File: src/verilog/tos_defines.svh
// offsets, field positions, reset values and mode codes of the timer block
// assumes a 32-bit AXI4-Lite register bus, one register per aligned word
`ifndef TOS_DEFINES_SVH
`define TOS_DEFINES_SVH

// register byte offsets
`define TOS_OFF_TCTL   8'h00
`define TOS_OFF_CNTL   8'h04
`define TOS_OFF_CNTH   8'h08
`define TOS_OFF_PFLG   8'h0c
`define TOS_OFF_PIEN   8'h10
`define TOS_OFF_OSCC   8'h14
`define TOS_OFF_CMPL   8'h18
`define TOS_OFF_CMPH   8'h1c
`define TOS_OFF_CMOD   8'h20

// timer_control_reg fields
`define TOS_TCTL_RD16  7
`define TOS_TCTL_STAT  6
`define TOS_TCTL_PSH   5
`define TOS_TCTL_PSL   4
`define TOS_TCTL_OSCEN 3
`define TOS_TCTL_NSYNC 2
`define TOS_TCTL_SRC   1
`define TOS_TCTL_ON    0

// oscillator_control_reg fields
`define TOS_OSCC_IDLE  7
`define TOS_OSCC_SCSH  1
`define TOS_OSCC_SCSL  0
`define TOS_SCS_TIMER  2'h1

// flag and enable bit position
`define TOS_OVF_BIT    0

// compare_mode_field code for special event trigger
`define TOS_CMODE_SPEC 4'hb

// reset values and the count maximum
`define TOS_RST_BYTE   8'h00
`define TOS_RST_CNT    16'h0000
`define TOS_CNT_MAX    16'hffff
`define TOS_RST_CMP    16'hffff
`define TOS_RST_CMODE  4'h0

// bus answers
`define TOS_RESP_OKAY  2'h0
`define TOS_RESP_SLV   2'h2

`endif

File: src/verilog/tos_pkg.sv
// types shared by the timer block files
// assumes tos_defines.svh supplies all numeric constants
package tos_pkg;

	// power-managed clocking state
	typedef enum logic [1:0] {
		TOS_PM_PRIMARY,
		TOS_PM_SEC_RUN,
		TOS_PM_SEC_IDLE,
		TOS_PM_SLEEP
	} tos_pm_t;

endpackage

File: src/verilog/tos_prescaler.sv
// count prescaler for the timer: passes one tick in 1, 2, 4 or 8
// assumes tick_in is a one-cycle pulse in the aclk domain
`timescale 1ns/10ps
`include "tos_defines.svh"

module tos_prescaler
	import tos_pkg::*;
#(
	parameter int WIDTH = 3
) (
	// clock and reset
	input  wire logic             aclk,
	input  wire logic             aresetn,
	// control
	input  wire logic             clear,
	input  wire logic [1:0]       sel,
	// ticks
	input  wire logic             tick_in,
	output logic                  tick_out
);

	logic [WIDTH-1:0] div_q;
	logic [WIDTH-1:0] mask;

	// sel 0 passes every tick, sel 3 one in eight
	assign mask     = WIDTH'((1 << sel) - 1);
	assign tick_out = tick_in && ((div_q & mask) == mask);

	always_ff @(posedge aclk) begin
		if (!aresetn || clear) begin
			div_q <= '0;
		end else if (tick_in) begin
			div_q <= div_q + WIDTH'(1);
		end
	end

endmodule

File: src/verilog/tos_timer.sv
// 16-bit timer with low-speed oscillator control, overflow flag
// and compare special event reset, behind an AXI4-Lite slave
// assumes crystal_input_pin is already synchronous to aclk
//
// Local design decisions: the AXI4-Lite interface to the registers and the placing of the registers.
`timescale 1ns/10ps
`include "tos_defines.svh"

module tos_timer
	import tos_pkg::*;
(
	// clock and reset
	input  wire logic        aclk,
	input  wire logic        aresetn,
	// axi4-lite write address and data
	input  wire logic [7:0]  s_axi_awaddr,
	input  wire logic        s_axi_awvalid,
	output logic             s_axi_awready,
	input  wire logic [31:0] s_axi_wdata,
	input  wire logic [3:0]  s_axi_wstrb,
	input  wire logic        s_axi_wvalid,
	output logic             s_axi_wready,
	// axi4-lite write response
	output logic [1:0]       s_axi_bresp,
	output logic             s_axi_bvalid,
	input  wire logic        s_axi_bready,
	// axi4-lite read
	input  wire logic [7:0]  s_axi_araddr,
	input  wire logic        s_axi_arvalid,
	output logic             s_axi_arready,
	output logic [31:0]      s_axi_rdata,
	output logic [1:0]       s_axi_rresp,
	output logic             s_axi_rvalid,
	input  wire logic        s_axi_rready,
	// oscillator and external clock
	input  wire logic        crystal_input_pin,
	input  wire logic        low_power_osc_config,
	output logic             osc_run,
	output logic             osc_low_power,
	// power management
	input  wire logic        sleep_req,
	input  wire logic        wake_req,
	output logic             sec_run_mode,
	output logic             sec_idle_mode,
	// interrupt request and converter trigger
	input  wire logic        adc_enabled,
	output logic             overflow_irq,
	output logic             adc_start
);

	////////////////////////////////////////////////////////////////////////
	logic [7:0]  ctl_q;
	logic [15:0] cnt_q;
	logic [7:0]  hi_buf_q;
	logic        ovf_q;
	logic        ien_q;
	logic [7:0]  oscc_q;
	logic [15:0] cmp_q;
	logic [3:0]  cmode_q;
	logic        ext_prev_q;
	tos_pm_t     pm_q;
	logic        awready_q, wready_q, bvalid_q, arready_q, rvalid_q;
	logic [1:0]  bresp_q, rresp_q;
	logic [31:0] rdata_q;
	logic        osc_run_q, osc_lp_q, sec_run_q, sec_idle_q, irq_q, adc_q;
	logic        wr_en, rd_en;
	logic        wr_lo, wr_hi, wr_cnt;
	logic        raw_tick, tick, async_mode, trig, wrap;
	function automatic logic mapped(input logic [7:0] a);
		mapped = (a[1:0] == 2'h0) && (a <= `TOS_OFF_CMOD);
	endfunction

	////////////////////////////////////////////////////////////////////////
	// axi4-lite slave: aw and w taken together, one cycle after both valid
	assign wr_en = awready_q;
	assign rd_en = arready_q;
	always_ff @(posedge aclk) begin
		if (!aresetn) begin
			awready_q <= 1'b0;
			wready_q  <= 1'b0;
			bvalid_q  <= 1'b0;
			bresp_q   <= `TOS_RESP_OKAY;
		end else begin
			awready_q <= s_axi_awvalid && s_axi_wvalid && !awready_q && !bvalid_q;
			wready_q  <= s_axi_awvalid && s_axi_wvalid && !awready_q && !bvalid_q;
			if (wr_en) begin
				bvalid_q <= 1'b1;
				bresp_q  <= mapped(s_axi_awaddr) ? `TOS_RESP_OKAY : `TOS_RESP_SLV;
			end else if (s_axi_bready) begin
				bvalid_q <= 1'b0;
			end
		end
	end
	always_ff @(posedge aclk) begin
		if (!aresetn) begin
			arready_q <= 1'b0;
			rvalid_q  <= 1'b0;
			rdata_q   <= 32'h0;
			rresp_q   <= `TOS_RESP_OKAY;
		end else begin
			arready_q <= s_axi_arvalid && !arready_q && !rvalid_q;
			if (rd_en) begin
				rvalid_q <= 1'b1;
				rresp_q  <= mapped(s_axi_araddr) ? `TOS_RESP_OKAY : `TOS_RESP_SLV;
				unique case (s_axi_araddr)
					`TOS_OFF_TCTL: rdata_q <= {24'h0, ctl_q[7], sec_run_q | sec_idle_q,
						ctl_q[5:0]};
					`TOS_OFF_CNTL: rdata_q <= {24'h0, cnt_q[7:0]};
					`TOS_OFF_CNTH: rdata_q <= {24'h0,
						ctl_q[`TOS_TCTL_RD16] ? hi_buf_q : cnt_q[15:8]};
					`TOS_OFF_PFLG: rdata_q <= {31'h0, ovf_q};
					`TOS_OFF_PIEN: rdata_q <= {31'h0, ien_q};
					`TOS_OFF_OSCC: rdata_q <= {24'h0, oscc_q};
					`TOS_OFF_CMPL: rdata_q <= {24'h0, cmp_q[7:0]};
					`TOS_OFF_CMPH: rdata_q <= {24'h0, cmp_q[15:8]};
					`TOS_OFF_CMOD: rdata_q <= {28'h0, cmode_q};
					default:       rdata_q <= 32'h0;
				endcase
			end else if (s_axi_rready) begin
				rvalid_q <= 1'b0;
			end
		end
	end

	////////////////////////////////////////////////////////////////////////
	// control registers
	always_ff @(posedge aclk) begin
		if (!aresetn) begin
			ctl_q   <= `TOS_RST_BYTE;
			ien_q   <= 1'b0;
			oscc_q  <= `TOS_RST_BYTE;
			cmp_q   <= `TOS_RST_CMP;
			cmode_q <= `TOS_RST_CMODE;
		end else if (wr_en && s_axi_wstrb[0]) begin
			unique case (s_axi_awaddr)
				`TOS_OFF_TCTL: ctl_q   <= s_axi_wdata[7:0] & 8'hbf;
				`TOS_OFF_PIEN: ien_q   <= s_axi_wdata[`TOS_OVF_BIT];
				`TOS_OFF_OSCC: oscc_q  <= s_axi_wdata[7:0] & 8'h83;
				`TOS_OFF_CMPL: cmp_q[7:0]  <= s_axi_wdata[7:0];
				`TOS_OFF_CMPH: cmp_q[15:8] <= s_axi_wdata[7:0];
				`TOS_OFF_CMOD: cmode_q <= s_axi_wdata[3:0];
				default: ;
			endcase
		end
	end

	////////////////////////////////////////////////////////////////////////
	// count source and prescaler
	assign wr_lo  = wr_en && s_axi_wstrb[0] && (s_axi_awaddr == `TOS_OFF_CNTL);
	assign wr_hi  = wr_en && s_axi_wstrb[0] && (s_axi_awaddr == `TOS_OFF_CNTH);
	assign wr_cnt = wr_lo || (wr_hi && !ctl_q[`TOS_TCTL_RD16]);
	assign async_mode = ctl_q[`TOS_TCTL_SRC] && ctl_q[`TOS_TCTL_NSYNC];
	always_ff @(posedge aclk) begin
		if (!aresetn) begin
			ext_prev_q <= 1'b0;
		end else begin
			ext_prev_q <= crystal_input_pin;
		end
	end
	assign raw_tick = ctl_q[`TOS_TCTL_ON] && (!ctl_q[`TOS_TCTL_SRC] ||
		(crystal_input_pin && !ext_prev_q));
	tos_prescaler #(
		.WIDTH (3)
	) u_pre (
		.aclk     (aclk),
		.aresetn  (aresetn),
		.clear    (wr_lo),
		.sel      (ctl_q[`TOS_TCTL_PSH:`TOS_TCTL_PSL]),
		.tick_in  (raw_tick),
		.tick_out (tick)
	);

	////////////////////////////////////////////////////////////////////////
	// counter; trig itself blocks the special event reset in async mode
	// special event at compare value, not in async mode
	assign trig = (cmode_q == `TOS_CMODE_SPEC) && tick && (cnt_q == cmp_q) && !async_mode;
	assign wrap = tick && (cnt_q == `TOS_CNT_MAX) && !trig && !wr_cnt;
	always_ff @(posedge aclk) begin
		if (!aresetn) begin
			cnt_q    <= `TOS_RST_CNT;
			hi_buf_q <= `TOS_RST_BYTE;
		end else begin
			if (rd_en && (s_axi_araddr == `TOS_OFF_CNTL)) begin
				hi_buf_q <= cnt_q[15:8];
			end else if (wr_hi && ctl_q[`TOS_TCTL_RD16]) begin
				hi_buf_q <= s_axi_wdata[7:0];
			end
			if (wr_lo) begin
				cnt_q <= {ctl_q[`TOS_TCTL_RD16] ? hi_buf_q : cnt_q[15:8], s_axi_wdata[7:0]};
			end else if (wr_hi && !ctl_q[`TOS_TCTL_RD16]) begin
				cnt_q <= {s_axi_wdata[7:0], cnt_q[7:0]};
			end else if (trig) begin
				cnt_q <= `TOS_RST_CNT;
			end else if (tick) begin
				cnt_q <= cnt_q + 16'h1;
			end
		end
	end
	always_ff @(posedge aclk) begin
		if (!aresetn) begin
			ovf_q <= 1'b0;
		end else if (wrap) begin
			ovf_q <= 1'b1;
		end else if (wr_en && s_axi_wstrb[0] && (s_axi_awaddr == `TOS_OFF_PFLG) &&
			!s_axi_wdata[`TOS_OVF_BIT]) begin
			ovf_q <= 1'b0;
		end
	end
	////////////////////////////////////////////////////////////////////////
	// power-managed clock modes
	always_ff @(posedge aclk) begin
		if (!aresetn) begin
			pm_q <= TOS_PM_PRIMARY;
		end else begin
			unique case (pm_q)
				TOS_PM_PRIMARY, TOS_PM_SEC_RUN: begin
					if (sleep_req) begin
						pm_q <= (pm_q == TOS_PM_SEC_RUN && !oscc_q[`TOS_OSCC_IDLE]) ?
							TOS_PM_SEC_IDLE : TOS_PM_SLEEP;
					end else if (oscc_q[`TOS_OSCC_SCSH:`TOS_OSCC_SCSL] == `TOS_SCS_TIMER) begin
						pm_q <= TOS_PM_SEC_RUN;
					end else begin
						pm_q <= TOS_PM_PRIMARY;
					end
				end
				TOS_PM_SEC_IDLE, TOS_PM_SLEEP: begin
					if (wake_req) begin
						pm_q <= TOS_PM_PRIMARY;
					end
				end
			endcase
		end
	end
	////////////////////////////////////////////////////////////////////////
	// registered outputs
	always_ff @(posedge aclk) begin
		if (!aresetn) begin
			osc_run_q  <= 1'b0;
			osc_lp_q   <= 1'b0;
			sec_run_q  <= 1'b0;
			sec_idle_q <= 1'b0;
			irq_q      <= 1'b0;
			adc_q      <= 1'b0;
		end else begin
			osc_run_q  <= ctl_q[`TOS_TCTL_OSCEN];
			osc_lp_q   <= low_power_osc_config;
			sec_run_q  <= (pm_q == TOS_PM_SEC_RUN);
			sec_idle_q <= (pm_q == TOS_PM_SEC_IDLE);
			irq_q      <= ovf_q && ien_q;
			adc_q      <= trig && adc_enabled;
		end
	end
	assign s_axi_awready = awready_q;
	assign s_axi_wready  = wready_q;
	assign s_axi_bvalid  = bvalid_q;
	assign s_axi_bresp   = bresp_q;
	assign s_axi_arready = arready_q;
	assign s_axi_rvalid  = rvalid_q;
	assign s_axi_rresp   = rresp_q;
	assign s_axi_rdata   = rdata_q;
	assign osc_run       = osc_run_q;
	assign osc_low_power = osc_lp_q;
	assign sec_run_mode  = sec_run_q;
	assign sec_idle_mode = sec_idle_q;
	assign overflow_irq  = irq_q;
	assign adc_start     = adc_q;
endmodule
File: config.mk
export PLATFORM = sky130hd
export DESIGN_NAME = tos_timer
export DESIGN_NICKNAME = d
export VERILOG_FILES = /design/src/verilog/tos_pkg.sv /design/src/verilog/tos_prescaler.sv /design/src/verilog/tos_timer.sv
export VERILOG_INCLUDE_DIRS = /design/src /design/src/verilog
export SDC_FILE = /design/constraint.sdc
export NUM_CORES = 1
export LEC_CHECK = 0
export BUFFER_PORTS_ARGS = -buffer_cell sky130_fd_sc_hd__buf_2
export CORE_ASPECT_RATIO = 0.7
export CORE_MARGIN = 8
export CORE_UTILIZATION = 40
export CTS_CLUSTER_DIAMETER = 30
export DETAILED_ROUTE_END_ITERATION = 6
export PLACE_DENSITY_LB_ADDON = 0.12
export SYNTH_ARGS = -nofsm -noshare
export SYNTH_HDL_FRONTEND = slang
export SYNTH_SLANG_ARGS = --single-unit
File: constraint.sdc
create_clock -name aclk -period 2.7 [get_ports aclk]
set_clock_uncertainty 0.05 [all_clocks]
set_input_delay 0.405 -clock aclk [delete_from_list [all_inputs] [get_ports aclk]]
set_output_delay 0.405 -clock aclk [all_outputs]
set_load 0.005 [all_outputs]
==> metrics.md, run 1 <==
| Metric | Value |
|---|---|
| Mapped Cells | 589 |
| Post-DP HPWL | 12,200 um |
| Setup WS post-layout | 0.109 ns |
| MaxCap Viol Count | 0 |
| Setup Viol. Count Final | 0 |
| Yosys Warn Count | 0 |
| Antenna cells | 0 |
| Crit Path Max Fanout | 11 |
| Critical path class | flop to flop |
| Final ANT Viol Nets | 0 |
| Worst r2r src | cnt_q[12] |
| Mapped cell area | 4640 um^2 |
| Worst-path clk slew | 0.07 ns |
| P&R area growth vs syn | 17.8% |
| Row count | 33 |
| Cell variety after synth | 57 |
| Crit path from | cnt_q[12] |
| Cts hold-fix bufs | 0 |
| WL/cell | 19.5 um |
| Actual slew at the worst max-slew pin | 0.707 ns |
| Critical path destination | cnt_q[6] |
| Worst Hold Class | input port to flop |
| CTS tree | built |
| Final Hold Vio Count | 0 |
| WP data required | 2.87 ns |
| Final net count | 720 |
| Setup TNS Final | 0 ns |
| Die height | 106 um |
| Routability Congestion | 0.951 |
| Total Routing Usage GR | 0.210 |
| Die width | 145 um |
| CP endpoint kind | flop |
| Vias in the first global route | 4,482 |
| I/O pins | 111 |
| WL final | 15,900 um |
| TritonCTS Buffers | 9 |
| Ys flop type | dfxtp_1 |
| Port buffer count | 57 |
| Clock Tree Root | clkbuf_16 |
| Avg Cell Area, Syn | 7.89 um^2 |
| H-tree depth | 3 |
| Period minus WS final | 2.59 ns |
| Core ar. | 11,500 um^2 |
| R2R setup slack | 0.11 ns |
| CP startpoint kind | flop |
| Worst vdd ir | 0.000391 V |
| Dpl ws | -0.0643 ns |
| Initial antenna violation count | 0 |
| Drt initial violations | 416 |
| Pins Over Slew Limit | 0 |
| Ys async rst share | 0 |
| Worst r2r dst | cnt_q[6] |
| Rel. slew slack | 0.524 |
| CTS max path bufs | 2 |
| Vias/cell | 5.75 |
| Initial Util | 0.403 |
| Drt pass-1 iters | 7 |
| Leakage power | 2.22 nW |
| Vias | 4,693 |
| Flops & latches, synth | 82 |
| Gr ovfl total | 0 |
| First-pass GRT wire length | 24,800 um |
| DRC errors left | 0 |
| Final Cycle Share | 0.960 |
| Status | finished clean |
| Clock sinks | 82 |
| Fmax | 386 MHz |
| Share of the yosys chip area belonging to registers | 0.353 |
| Share of cells above drive strength 1 | 0.193 |
| Reg2reg path depth | 7 |
| Pwr Density | 492 nW/um^2 |
| RSZ-0062 raised after global routing | no |
| EDFF count, synth | 0 |
| Total power | 0.00269 W |
| Worst Path Arrival | 2.76 ns |
| Die area | 15,400 um^2 |
| Skew-Pair Late Insertion Delay | 0.34 ns |
| Largest net degree at the start of global routing | 34 |
stage by stage:
stage / hold WS (ns) / cell area [um^2] / util / std cells
CTS: 0.201 / 5460 / 0.474 / 816
finish: 0.208 / 5470 / 0.475 / 816
global route: 0.216 / 5470 / 0.475 / 816
global placement: 0.381 / 5150 / 0.447 / 800
floorplan: 0.371 / 4740 / - / 614
detailed placement: 0.379 / 5150 / 0.447 / 800
worst min-delay path by stage:
stage	startpoint	endpoint	slack, ns	cells past startpoint
6_report	wake_req	pm_q[1]	0.21	2
5_1_grt	wake_req	pm_q[1]	0.22	2
4_1_cts	wake_req	pm_q[1]	0.20	2
3_5_place_dp	s_axi_bvalid	s_axi_wready	0.38	1
3_3_place_gp	s_axi_rvalid	s_axi_arready	0.38	1
2_1_floorplan	pm_q[0]	sec_idle_mode	0.37	1
where the power goes:
group / switching (W) / leakage, nW / internal (W)
logic: 0.000124 / 1.41 / 0.0000685
clock network: 0.000522 / 0.141 / 0.000742
registers: 0.0000127 / 0.663 / 0.00122
total: 0.000658 / 2.22 / 0.00203
kinds of logic after synthesis:
group / after synthesis / share of synthesized area
AND/OR/NAND/NOR: 251 / 0.273
AO/OA/AOI/OAI: 124 / 0.179
buffers and inverters: 83 / 0.0927
flip-flops: 82 / 0.353
multiplexers: 26 / 0.0576
XOR/XNOR: 20 / 0.0377
adder cells (fa/ha/maj): 2 / 0.00539
other: 1 / 0.000807
worst max-delay path, cell delays in order, from the launching register on:
cell and delay [ns]:
dfxtp_1 0.33, xor2_1 0.17, or4_1 0.49, or4b_1 0.55, o41a_4 0.45, buf_4 0.17
a21oi_1 0.14, o32ai_1 0.11
synth_stat cells (6+ instances only):
| master | number | area [um^2] |
|---|---|---|
| xor2_1 | 15 | 131 |
| inv_1 | 13 | 48.8 |
| clkbuf_1 | 35 | 131 |
| mux2i_1 | 20 | 200 |
| buf_4 | 27 | 203 |
| a22oi_1 | 8 | 60.1 |
| and3_1 | 9 | 56.3 |
| a32oi_1 | 6 | 52.6 |
| a221oi_1 | 6 | 52.6 |
| and2_1 | 6 | 37.5 |
| nand3_1 | 44 | 220 |
| nor3b_1 | 7 | 52.6 |
| nor4_1 | 13 | 81.3 |
| nor3_1 | 6 | 30.0 |
| dfxtp_1 | 82 | 1640 |
| mux2_2 | 6 | 67.6 |
| nand2_1 | 76 | 285 |
| a311oi_1 | 8 | 70.1 |
| a21oi_1 | 35 | 175 |
| o21ai_0 | 23 | 115 |
| nand4_1 | 9 | 56.3 |
| nor2_1 | 44 | 165 |
| nor2b_1 | 6 | 37.5 |
routing by layer:
layer / wire, um / track usage
met1: 7630 / 0.299
met2: 6600 / 0.305
met3: 1380 / 0.0470
met4: 300 / 0.0659
met5: 0 / 0
state kept, by name, indices dropped and copies added, names as in the netlist, 2 cells and up:
signal,cells
s_axi_rdata,8
hi_buf_q,8
cmp_q,16
pm_q,2
u_pre.div_q,3
oscc_q,3
cmode_q,4
cnt_q,16
ctl_q,7
placed cells by master, fill, tap and decap left out, types with 4 or more instances in the layout:
| cell | count |
|---|---|
| dfxtp_1 | 82 |
| nand2_1 | 76 |
| buf_2 | 57 |
| nor2_1 | 44 |
| nand3_1 | 44 |
| buf_4 | 42 |
| a21oi_1 | 35 |
| conb_1 | 26 |
| o21ai_0 | 23 |
| mux2i_1 | 20 |
| xor2_1 | 15 |
| inv_1 | 13 |
| nor4_1 | 13 |
| nand4_1 | 9 |
| and3_1 | 9 |
| clkbuf_16 | 9 |
| a22oi_1 | 8 |
| a311oi_1 | 8 |
| nor3b_1 | 7 |
| nor3_1 | 6 |
| and2_1 | 6 |
| nor2b_1 | 6 |
| mux2_2 | 6 |
| a32oi_1 | 6 |
| a221oi_1 | 6 |
| or4_1 | 5 |
| xnor2_1 | 5 |
| a21o_1 | 5 |
| a211oi_1 | 5 |
| a31oi_1 | 5 |
| a222oi_1 | 5 |
| or3_1 | 4 |
| nand3b_1 | 4 |
repair_timing:
action / in CTS / in global routing
endpoints found under the setup margin: 3 / 6
pin swaps: 1 / 0
gates resized for setup: 0 / 2
setup buffers: 0 / 0
cell type report:
type                    count  area [um^2]
inverters                  13         48.8
clock buffers              10          239
well taps                 157          196
fillers                  1156         6050
multi-input cells         449         2680
clock inverters             6         66.3
repair buffers             99          601
flip-flops and latches     82         1640
Note: power is estimated with default switching activity, not from simulation.
==> inputs of run 2 (changes only) <==
CORE_UTILIZATION = 49   (was 40)
==> metrics.md, run 2 (synthesized netlist as in run 1, its figures left out) <==
| Metric | Value |
|---|---|
| Status | finished clean |
| Clock Tree Root | clkbuf_16 |
| Worst Path Arrival | 2.76 ns |
| Die width | 132 um |
| Leakage power | 2.20 nW |
| Die height | 97.5 um |
| Share of cells above drive strength 1 | 0.193 |
| CP startpoint kind | flop |
| Placed inst area | 5120 um^2 |
| Gr ovfl total | 0 |
| Routability Congestion | 0.965 |
| Final net count | 720 |
| Worst Hold Class | input port to flop |
| Port buffer count | 57 |
| # fillers | 893 |
| Top Registers | cmp_q x16, cnt_q x16 |
| Final Hold Vio Count | 0 |
| Core ar. | 9140 um^2 |
| Pwr Density | 473 nW/um^2 |
| Setup TNS Final | 0 ns |
| Drt initial violations | 567 |
| WP data required | 2.86 ns |
| Crit path from | cnt_q[2] |
| Final instance area | 5410 um^2 |
| Initial antenna violation count | 0 |
| Vias in the first global route | 4,481 |
| TritonCTS Buffers | 9 |
| CP endpoint kind | flop |
| Actual slew at the worst max-slew pin | 0.498 ns |
| Dpl ws | -0.0442 ns |
| Most common cell after layout, fill and taps aside | dfxtp_1 |
| WL final | 15,500 um |
| Drt pass-1 iters | 6 |
| Final ANT Viol Nets | 0 |
| WL/cell | 19.8 um |
| Hold_sp | wake_req |
| CTS max path bufs | 2 |
| Fmax | 384 MHz |
| Largest net degree at the start of global routing | 38 |
| Setup Viol. Count Final | 0 |
| RSZ-0062 raised after global routing | no |
| Final Cycle Share | 0.964 |
| First-pass GRT wire length | 24,600 um |
| Skew-Pair Late Insertion Delay | 0.34 ns |
| Die area | 12,900 um^2 |
| Crit Path Max Fanout | 11 |
| Initial Util | 0.508 |
| MaxCap Viol Count | 0 |
| Final Util | 0.592 |
| Clock sinks | 82 |
| I/O pins | 111 |
| Most frequent cells in the layout | 82 x dfxtp_1, 76 x nand2_1, 57 x buf_2 |
| Total Routing Usage GR | 0.237 |
| Vias/cell | 6.06 |
| Worst r2r src | cnt_q[2] |
| Setup WS post-layout | 0.0985 ns |
| Pins Over Slew Limit | 0 |
| Vias | 4,739 |
| DRC errors left | 0 |
| Hold slack | 0.206 ns |
| Row count | 29 |
| H-tree depth | 3 |
| Post-DP HPWL | 11,600 um |
| Rel. slew slack | 0.667 |
| Worst-path clk slew | 0.06 ns |
| P&R area growth vs syn | 16.5% |
| Period minus WS final | 2.60 ns |
| CTS tree | built |
| Critical path class | flop to flop |
| Worst vdd ir | 0.000410 V |
| Antenna cells | 0 |
==> run 2: path summary, 6_finish.rpt <==
kind,to,slack (ns),cells after the start
min reg2reg,s_axi_rdata[3],0.40,2
max,cnt_q[1],0.1,6
min,pm_q[1],0.21,2
max reg2reg,cnt_q[1],0.1,6
==> run 2: metal layers <==
| metal | share of wire | global-route usage | up-vias |
|---|---|---|---|
| met3 | 0.11 | 0.0661 | 27 |
| li1 | - | - | 2212 |
| met2 | 0.42 | 0.339 | 296 |
| met4 | 0.016 | 0.0748 | 0 |
| met5 | 0 | 0 | - |
| met1 | 0.45 | 0.334 | 2204 |
==> run 2: cell type report <==
type                       count  area [um^2]  share of cell area
sequential                    82         1640               0.303
timing repair buffer          99          613               0.113
clock buffer                   9          225              0.0416
tap                          124          155              0.0287
clock inverter                 6         43.8             0.00809
multi-input combinational    449         2680               0.496
inverter                      13         48.8             0.00902
==> run 2: through the flow <==
stage          cells  total power [W]
3_3_place_gp     767          0.00145
6_report         782          0.00256
2_1_floorplan    614          0.00138
5_1_grt          782          0.00264
4_1_cts          782          0.00257
3_5_place_dp     767          0.00145
==> run 2: where the power goes <==
group          total [W]  internal, W  switching (W)  leakage, nW
Combinational   0.000194    0.0000696       0.000124         1.42
Sequential       0.00123      0.00122      0.0000121        0.663
Clock            0.00113     0.000619       0.000513        0.120
==> run 2: critical path, stage by stage (launching register included) <==
cell and delay, ns:
dfxtp_1 0.32, xor2_1 0.17, or4_1 0.51, or4b_1 0.57, o41a_4 0.46, a221oi_1 0.32
a211oi_1 0.08
==> run 2: timing repair <==
item | CTS | global route
setup buffers | 0 | 0
pin swaps | 1 | 0
hold buffers | 0 | 0
resized for setup | 0 | 3
endpoints found under the setup margin | 3 | 5
hold endpoints to repair | 0 | 0
gates cloned | 0 | 0
